`src/pkg/fcr_pkg.sv`:
```
// Shared constants and types for the frequency counter readout block
package fcr_pkg;
	// Clock rate and gate times
	localparam int unsigned CLK_MHZ = 250;
	localparam int unsigned GATE_1MS_US = 1000;
	localparam int unsigned GATE_4MS_US = 4000;
	localparam int unsigned GATE_8MS_US = 8000;
	localparam int unsigned GATE_32MS_US = 32000;
	localparam int unsigned GATE_128MS_US = 128000;
	// Cycles per gate time, exact at whole MHz
	localparam int unsigned GATE_1MS_CYC = GATE_1MS_US * CLK_MHZ;
	localparam int unsigned GATE_4MS_CYC = GATE_4MS_US * CLK_MHZ;
	localparam int unsigned GATE_8MS_CYC = GATE_8MS_US * CLK_MHZ;
	localparam int unsigned GATE_32MS_CYC = GATE_32MS_US * CLK_MHZ;
	localparam int unsigned GATE_128MS_CYC = GATE_128MS_US * CLK_MHZ;
	// Widths
	localparam int unsigned CNT_W = 19;
	localparam int unsigned IDX_W = 10;
	// Register indices; byte address is four times the index
	localparam logic [9:0] IDX_IE3 = 10'h0c0;
	localparam logic [9:0] IDX_IE3_SET = 10'h0c1;
	localparam logic [9:0] IDX_IE3_CLR = 10'h0c2;
	localparam logic [9:0] IDX_MODE = 10'h0f4;
	localparam logic [9:0] IDX_UPPER = 10'h0f5;
	localparam logic [9:0] IDX_MIDDLE = 10'h0f6;
	localparam logic [9:0] IDX_LOW = 10'h0f7;
	localparam logic [9:0] IDX_IRQ_STAT = 10'h0f8;
	localparam logic [9:0] IDX_IRQ_MASK = 10'h0f9;
	localparam logic [9:0] IDX_IRQ_CFG = 10'h0fa;
	// Field positions
	localparam int unsigned IE3_FC_BIT = 4;
	localparam logic [7:0] IE3_IMPL_MASK = 8'h7f;
	localparam int unsigned EV_END_BIT = 0;
	localparam int unsigned EV_OVF_BIT = 1;
	// Reset values
	localparam logic [7:0] IE3_RST = 8'h00;
	localparam logic [7:0] MODE_RST = 8'h00;
	localparam logic [1:0] EV_RST = 2'h0;
	// Gate time codes
	localparam logic [2:0] GATE_8MS = 3'h0;
	localparam logic [2:0] GATE_32MS = 3'h1;
	localparam logic [2:0] GATE_128MS = 3'h2;
	localparam logic [2:0] GATE_SOFT = 3'h3;
	localparam logic [2:0] GATE_1MS = 3'h4;
	localparam logic [2:0] GATE_4MS = 3'h5;
	// Mode register layout, msb first
	typedef struct packed {
		logic judge;
		logic run;
		logic clr;
		logic [2:0] gate;
		logic [1:0] sel;
	} fcr_mode_t;
	// Counter sequencing
	typedef enum logic {ST_IDLE, ST_COUNT} fcr_state_t;
endpackage

```
`src/fcr_readout.sv`:
```
// Frequency counter with result readout, enable register and APB slave
//
// Implementation choice: register access over APB.
`timescale 1ns/100ps
module fcr_readout #(
	parameter int unsigned GATE_1MS_CYC = fcr_pkg::GATE_1MS_CYC,
	parameter int unsigned GATE_4MS_CYC = fcr_pkg::GATE_4MS_CYC,
	parameter int unsigned GATE_8MS_CYC = fcr_pkg::GATE_8MS_CYC,
	parameter int unsigned GATE_32MS_CYC = fcr_pkg::GATE_32MS_CYC,
	parameter int unsigned GATE_128MS_CYC = fcr_pkg::GATE_128MS_CYC
) (
	// Clock, enable and reset
	input wire logic REF_CLK,
	input wire logic CE,
	input wire logic SRST,
	// APB slave
	input wire logic PSEL,
	input wire logic PENABLE,
	input wire logic PWRITE,
	input wire logic [11:0] PADDR,
	input wire logic [31:0] PWDATA,
	output logic PREADY,
	output logic [31:0] PRDATA,
	output logic PSLVERR,
	// Count input pins
	input wire logic FM_COUNT_IN,
	input wire logic AM_COUNT_IN,
	// Interrupt side
	input wire logic IRQ_ACK,
	output logic IRQ,
	output logic [7:0] IE3_ENABLES
);
	// Gate length in cycles for a gate code
	function automatic logic [31:0] gate_limit(input logic [2:0] code);
		case (code)
			fcr_pkg::GATE_8MS: gate_limit = 32'(GATE_8MS_CYC);
			fcr_pkg::GATE_32MS: gate_limit = 32'(GATE_32MS_CYC);
			fcr_pkg::GATE_128MS: gate_limit = 32'(GATE_128MS_CYC);
			fcr_pkg::GATE_1MS: gate_limit = 32'(GATE_1MS_CYC);
			fcr_pkg::GATE_4MS: gate_limit = 32'(GATE_4MS_CYC);
			default: gate_limit = 32'h0;
		endcase
	endfunction

	// Codes that may start a period; reserved codes refuse
	function automatic logic gate_ok(input logic [2:0] code);
		gate_ok = (gate_limit(code) != 32'h0) || (code == fcr_pkg::GATE_SOFT);
	endfunction

	// Control and status state
	fcr_pkg::fcr_mode_t mode_reg; // Run, gate, select, judge
	fcr_pkg::fcr_mode_t wmode; // Write data seen as mode
	fcr_pkg::fcr_state_t state_reg; // Counting or idle
	logic [18:0] cnt_reg; // The 19-bit count
	logic ovf_reg; // Sticky overflow flag
	logic [31:0] gate_cnt_reg; // Cycles into the gate
	logic [7:0] ie3_reg; // Third enable register
	logic [1:0] stat_reg; // Sticky event bits
	logic [1:0] mask_reg; // Event mask
	logic poll_reg; // Judge polling replaces interrupt
	logic pready_reg;
	logic [31:0] prdata_reg;
	logic pslverr_reg;
	logic irq_reg;
	// Bus decode
	logic [9:0] idx;
	logic setup_acc; // Access phase, answer not yet given
	logic wr_done; // Write takes effect
	logic rd_done; // Read completes
	logic [31:0] rd_word;
	logic mapped;
	// Counter events
	logic [1:0] pin_edge; // Rising edges per pin
	logic cnt_edge;
	logic clr_pulse;
	logic start;
	logic stop_wr;
	logic period_end;
	logic ovf_event;
	logic [1:0] ev_set;

	assign idx = PADDR[11:2];
	assign wmode = fcr_pkg::fcr_mode_t'(PWDATA[7:0]);
	assign setup_acc = PSEL && PENABLE && !pready_reg;
	assign wr_done = PSEL && PENABLE && pready_reg && PWRITE;
	assign rd_done = PSEL && PENABLE && pready_reg && !PWRITE;

	// Pin synchronisers; third stage only feeds the edge detector
	genvar g;
	generate
		for (g = 0; g < 2; g++) begin : g_sync
			logic s1, s2, s3;
			always_ff @(posedge REF_CLK) begin
				if (SRST) begin
					s1 <= 1'b0;
					s2 <= 1'b0;
					s3 <= 1'b0;
				end else if (CE) begin
					s1 <= (g == 0) ? FM_COUNT_IN : AM_COUNT_IN;
					s2 <= s1;
					s3 <= s2;
				end
			end
			assign pin_edge[g] = s2 && !s3;
		end
	endgenerate

	// Input select: upper bit low disables both pins
	assign cnt_edge = mode_reg.sel[1] && (mode_reg.sel[0] ? pin_edge[1] : pin_edge[0]);

	// Mode register strobes
	assign clr_pulse = wr_done && (idx == fcr_pkg::IDX_MODE) && wmode.clr;
	assign start = wr_done && (idx == fcr_pkg::IDX_MODE) && wmode.run && !wmode.clr
		&& (state_reg == fcr_pkg::ST_IDLE) && gate_ok(wmode.gate);
	assign stop_wr = wr_done && (idx == fcr_pkg::IDX_MODE) && !wmode.run;
	// Timed gates end on the last cycle; soft gate ends when run is written 0
	assign period_end = (state_reg == fcr_pkg::ST_COUNT) && !clr_pulse && (stop_wr
		|| ((mode_reg.gate != fcr_pkg::GATE_SOFT)
		&& (gate_cnt_reg == gate_limit(mode_reg.gate) - 32'h1)));
	assign ovf_event = (state_reg == fcr_pkg::ST_COUNT) && cnt_edge && (&cnt_reg) && !clr_pulse;
	assign ev_set = {ovf_event, period_end && !poll_reg};

	// Sequencer
	always_ff @(posedge REF_CLK) begin
		if (SRST) begin
			state_reg <= fcr_pkg::ST_IDLE;
		end else if (CE) begin
			if (clr_pulse) begin
				state_reg <= fcr_pkg::ST_IDLE;
			end else if (start) begin
				state_reg <= fcr_pkg::ST_COUNT;
			end else if (period_end) begin
				state_reg <= fcr_pkg::ST_IDLE;
			end
		end
	end

	// Gate timer
	always_ff @(posedge REF_CLK) begin
		if (SRST) begin
			gate_cnt_reg <= 32'h0;
		end else if (CE) begin
			if (start || clr_pulse) begin
				gate_cnt_reg <= 32'h0;
			end else if (state_reg == fcr_pkg::ST_COUNT) begin
				gate_cnt_reg <= gate_cnt_reg + 32'h1;
			end
		end
	end

	// Count; frozen outside a period so the result holds
	always_ff @(posedge REF_CLK) begin
		if (SRST) begin
			cnt_reg <= 19'h0;
		end else if (CE) begin
			if (clr_pulse || start) begin
				cnt_reg <= 19'h0;
			end else if ((state_reg == fcr_pkg::ST_COUNT) && cnt_edge) begin
				cnt_reg <= cnt_reg + 19'h1;
			end
		end
	end

	// Overflow flag; only the clear strobe removes it
	always_ff @(posedge REF_CLK) begin
		if (SRST) begin
			ovf_reg <= 1'b0;
		end else if (CE) begin
			if (clr_pulse) begin
				ovf_reg <= 1'b0;
			end else if (ovf_event) begin
				ovf_reg <= 1'b1;
			end
		end
	end

	// Mode register; clear bit is a strobe and reads back 0
	always_ff @(posedge REF_CLK) begin
		if (SRST) begin
			mode_reg <= fcr_pkg::fcr_mode_t'(fcr_pkg::MODE_RST);
		end else if (CE) begin
			if (wr_done && (idx == fcr_pkg::IDX_MODE)) begin
				mode_reg.run <= wmode.run;
				mode_reg.gate <= wmode.gate;
				mode_reg.sel <= wmode.sel;
			end
			// Judge: period end beats a same-cycle read or acknowledge
			if (period_end) begin
				mode_reg.judge <= 1'b1;
			end else if ((rd_done && (idx == fcr_pkg::IDX_MODE)) || IRQ_ACK) begin
				mode_reg.judge <= 1'b0;
			end
			mode_reg.clr <= 1'b0;
		end
	end

	// Third enable register with set and clear aliases for bit access
	always_ff @(posedge REF_CLK) begin
		if (SRST) begin
			ie3_reg <= fcr_pkg::IE3_RST;
		end else if (CE && wr_done) begin
			if (idx == fcr_pkg::IDX_IE3) begin
				ie3_reg <= PWDATA[7:0] & fcr_pkg::IE3_IMPL_MASK;
			end else if (idx == fcr_pkg::IDX_IE3_SET) begin
				ie3_reg <= (ie3_reg | PWDATA[7:0]) & fcr_pkg::IE3_IMPL_MASK;
			end else if (idx == fcr_pkg::IDX_IE3_CLR) begin
				ie3_reg <= ie3_reg & ~PWDATA[7:0];
			end
		end
	end

	// Event status, mask and polling choice; a new event beats write-one-clear
	always_ff @(posedge REF_CLK) begin
		if (SRST) begin
			stat_reg <= fcr_pkg::EV_RST;
			mask_reg <= fcr_pkg::EV_RST;
			poll_reg <= 1'b0;
		end else if (CE) begin
			if (wr_done && (idx == fcr_pkg::IDX_IRQ_STAT)) begin
				stat_reg <= (stat_reg & ~PWDATA[1:0]) | ev_set;
			end else begin
				stat_reg <= stat_reg | ev_set;
			end
			if (wr_done && (idx == fcr_pkg::IDX_IRQ_MASK)) begin
				mask_reg <= PWDATA[1:0];
			end
			if (wr_done && (idx == fcr_pkg::IDX_IRQ_CFG)) begin
				poll_reg <= PWDATA[0];
			end
		end
	end

	// Interrupt request gated by the enable bit
	always_ff @(posedge REF_CLK) begin
		if (SRST) begin
			irq_reg <= 1'b0;
		end else if (CE) begin
			irq_reg <= (|(stat_reg & mask_reg)) && ie3_reg[fcr_pkg::IE3_FC_BIT];
		end
	end

	// Read mux; result bytes have no write path at all
	always_comb begin
		mapped = 1'b1;
		rd_word = 32'h0;
		case (idx)
			fcr_pkg::IDX_IE3, fcr_pkg::IDX_IE3_SET, fcr_pkg::IDX_IE3_CLR: begin
				rd_word = {24'h0, ie3_reg};
			end
			fcr_pkg::IDX_MODE: begin
				rd_word = {24'h0, mode_reg};
			end
			fcr_pkg::IDX_UPPER: begin
				rd_word = {28'h0, ovf_reg, cnt_reg[18:16]};
			end
			fcr_pkg::IDX_MIDDLE: begin
				rd_word = {24'h0, cnt_reg[15:8]};
			end
			fcr_pkg::IDX_LOW: begin
				rd_word = {24'h0, cnt_reg[7:0]};
			end
			fcr_pkg::IDX_IRQ_STAT: begin
				rd_word = {30'h0, stat_reg};
			end
			fcr_pkg::IDX_IRQ_MASK: begin
				rd_word = {30'h0, mask_reg};
			end
			fcr_pkg::IDX_IRQ_CFG: begin
				rd_word = {31'h0, poll_reg};
			end
			default: begin
				mapped = 1'b0;
			end
		endcase
	end

	// APB answer: one wait cycle, then ready with data or error
	always_ff @(posedge REF_CLK) begin
		if (SRST) begin
			pready_reg <= 1'b0;
			prdata_reg <= 32'h0;
			pslverr_reg <= 1'b0;
		end else if (CE) begin
			pready_reg <= setup_acc;
			pslverr_reg <= setup_acc && !mapped;
			if (setup_acc) begin
				prdata_reg <= PWRITE ? 32'h0 : rd_word;
			end
		end
	end

	assign PREADY = pready_reg;
	assign PRDATA = prdata_reg;
	assign PSLVERR = pslverr_reg;
	assign IRQ = irq_reg;
	assign IE3_ENABLES = ie3_reg;
endmodule

```
`config.mk`:
```
export PLATFORM = sky130hd
export DESIGN_NAME = fcr_readout
export DESIGN_NICKNAME = d
export VERILOG_FILES = /design/src/pkg/fcr_pkg.sv /design/src/fcr_readout.sv
export SDC_FILE = /design/constraint.sdc
export NUM_CORES = 1
export LEC_CHECK = 0
export ABC_AREA = 1
export BUFFER_PORTS_ARGS = -buffer_cell sky130_fd_sc_hd__buf_2
export CORE_MARGIN = 5
export CORE_UTILIZATION = 39
export CTS_CLUSTER_SIZE = 8
export DETAILED_ROUTE_END_ITERATION = 10
export PLACE_DENSITY = 0.68
export SYNTH_ARGS = -nofsm -noshare
export SYNTH_HDL_FRONTEND = slang
export SYNTH_SLANG_ARGS = --single-unit
```
`constraint.sdc`:
```
create_clock -name REF_CLK -period 3.7 [get_ports REF_CLK]
set_clock_uncertainty 0.05 [all_clocks]
set_input_delay 0.74 -clock REF_CLK [delete_from_list [all_inputs] [get_ports REF_CLK]]
set_output_delay 0.74 -clock REF_CLK [all_outputs]
set_load 0.02 [all_outputs]
```
==> flow_summary.yaml <==
cts:
  clkSinkCount: 90
  cts-root-buf: "clkbuf_16"
  ctsHoldBuffers: 0
  insertion_delay_ns: 0.36
  numCtsBuffers: 9
  cts_tree: "done"
  clk_pin_slew_worst_paths_ns: 0.08
  cts_resized: 0
  cts_max_level: 3
  post-cts-setup-buffers: 0
  max-clock-path-buffers: 2
synth:
  netlist_top_cells_area: "dfxtp_1 (30%), nand2_1 (14%), nand3_1 (7.9%)"
  syn_inst: 949
  synth_warnings: 0
  synth-edff-count: 0
  synth_seq_cells: 90
  ys_types: 43
  synthTopCellsByCount: "nand2_1 (228), inv_1 (95), nand3_1 (94)"
  netlist_area_sq_um: 5990
  ys.flop_type: "dfxtp_1"
  synth_top_area_share_pct: 30.1
  synth_seq_area_share_pct: 30.1
  syn_area_per_cell_sq_um: 6.31
  yosysMostFrequentCell: "nand2_1"
  synth_top_area_cell: "dfxtp_1"
  async_reset_ff_share_pct: 0
floorplanning:
  die_area_sq_um: 17900
  die_w_microns: 134
  die_height_microns: 134
  io_pins: 96
  design.core.area_sq_um: 15100
  rows: 45
  start_util_pct: 39.5
timing:
  post-route-period-util_pct: 83.9
  postLayoutSetupSlackWorst_ns: 0.595
  max_freq_mhz: 322
  fin_setup_tns_ns: 0
  rsz0062_at_grt: "false"
  tightest_slew_ns: 0.748
  maxSlewViolCount: 0
  finalCriticalPeriod_ns: 3.10
  finalSetupViolCount: 0
  maxSlewHeadroom_pct: 49.7
  timing.final.hold_violations: 0
  hold_ws_ns: 0.415
power_and_ir_drop:
  power_density_nw_per_um2: 316
  vdd_drop_max_mv: 0.299
  p_leak_nw: 2.64
place:
  io_buffers: 45
  place_hpwl_mm: 13.1
  gp_congestion: 0.977
  dp_cells: 1160
  place_ws_ns: 0.666
final_layout:
  utilization_pct: 43.7
  largest_reg_flops: 32
  syn2layout_area_growth_pct: 10.5
  fill_cells: 1600
  instances_no_fill: 1176
  nNetsFinal: 1040
  drive_gt1_share_pct: 10.9
  n_antenna_cell: 0
setup_path:
  cp.required_ns: 3.91
  critPathMaxFanout: 12
  crit_type: "flip-flop to flip-flop"
  cp-end-kind: "flip-flop"
  crit_arrival_ns: 3.32
  critPathLaunchType: "flip-flop"
global_route:
  grt_pass1_wl_mm: 29.2
  grt_max_degree: 52
  grt_use_total_pct: 19.9
  antenna_found_initial: 0
  grt_overflow: 0
  grt_pass1_vias: 5855
detailed_routing:
  avgRoutedWirePerCell_microns: 14.8
  avgViaCountPerCell: 5.32
  drc_errors: 0
  drt_pre_antenna_iters: 5
  drtIter0Drc: 506
  num_vias: 6258
  drt-total-wl_mm: 17.5
  ant_nets: 0
run_status:
  status: "completed"
min_path:
  hp-class: "flip-flop to flip-flop"
run:
  drv_cap: 0
==> cell type report <==
cell class,count,area [sq um],share of cell area [%]
multi-input combinational,726,3570,53.9
sequential,90,1800,27.2
inverter,98,368,5.56
timing repair buffer,58,323,4.88
tap,188,235,3.56
clock buffer,9,225,3.40
clock inverter,7,95.1,1.44
==> per-stage QoR <==
stage	cell area (sq um)	power, mW
floorplan	6070	1.09
detailed placement	6290	1.10
finish	6620	2.09
global route	6620	2.15
global placement	6290	1.10
CTS	6620	2.10
==> cell families (layout without fill, tap and decap cells) <==
group	Yosys count	after routing	synth area share, %
other	1	24	0.0626
XOR/XNOR	22	22	3.22
flip-flops	90	90	30.1
AO/OA/AOI/OAI	147	147	13.1
AND/OR/NAND/NOR	529	529	40.8
buffers and inverters	156	172	11.8
adder cells (fa/ha/maj)	4	4	0.836
==> cell usage in the layout (no fill, tap or decap), drive strengths merged <==
cell	netlist	routed
a211oi	2	2
nand3	94	94
xnor2	6	6
nand4	25	25
and3	1	1
or2	5	5
a221oi	1	1
o221a	1	1
clkbuf	18	9
o21a	2	2
dfxtp	90	90
o211ai	4	4
nand3b	16	16
o21ai	49	49
inv	97	101
nor4b	1	1
clkinv	1	3
nor2	99	99
o22ai	1	1
xor2	16	16
ha	4	4
a31oi	4	4
bufinv	0	1
buf	40	58
a22oi	1	1
a21oi	79	79
o2111ai	3	3
or4	1	1
nor4	10	10
nor3	41	41
and2	1	1
nand2	235	235
conb	1	24
==> worst paths after layout <==
path,startpoint,endpoint,slack (ns),depth (start not counted)
max,mode_reg[4]$_SDFFE_PP0P_,state_reg$_SDFFE_PP0P_,0.60,24
min,g_sync[0].s3$_SDFFE_PP0P_,g_sync[0].s3$_SDFFE_PP0P_,0.42,2
max reg2reg,mode_reg[4]$_SDFFE_PP0P_,state_reg$_SDFFE_PP0P_,0.60,24
min reg2reg,g_sync[0].s3$_SDFFE_PP0P_,g_sync[0].s3$_SDFFE_PP0P_,0.42,2
==> per-layer routing <==
layer / routed length, microns / global-route usage [%] / share of wire, %
met1: 7820 / 25.1 / 45
met2: 8240 / 34.3 / 47
met3: 941 / 4.09 / 5.4
met4: 457 / 5.83 / 2.6
met5: 0 / 0 / 0
==> worst max-delay path: stages (launching register included) <==
cell and delay [ns]:
dfxtp_1 0.56, nand2_1 0.14, ha_1 0.21, inv_1 0.17, nor2_1 0.11, nand2_1 0.11
nand2_1 0.10, ha_1 0.32, inv_1 0.05, nand2_1 0.06, nand2_1 0.04, nor2_1 0.07
nand2_1 0.06, nor2_1 0.08, nand2_1 0.06, nor2_1 0.09, nand2_1 0.07, nor2_1 0.08
nand3_1 0.12, nand2_1 0.08, nand2_1 0.12, nand2_1 0.11, nand2_1 0.05, nand2_1 0.05
nor2_1 0.05
==> power breakdown <==
part           internal, mW  leakage (nW)  switching [mW]
logic                0.0239          1.75          0.0771
registers             0.973         0.726         0.00262
clock network         0.546         0.157           0.467
Note: power is estimated with default switching activity, not from simulation.
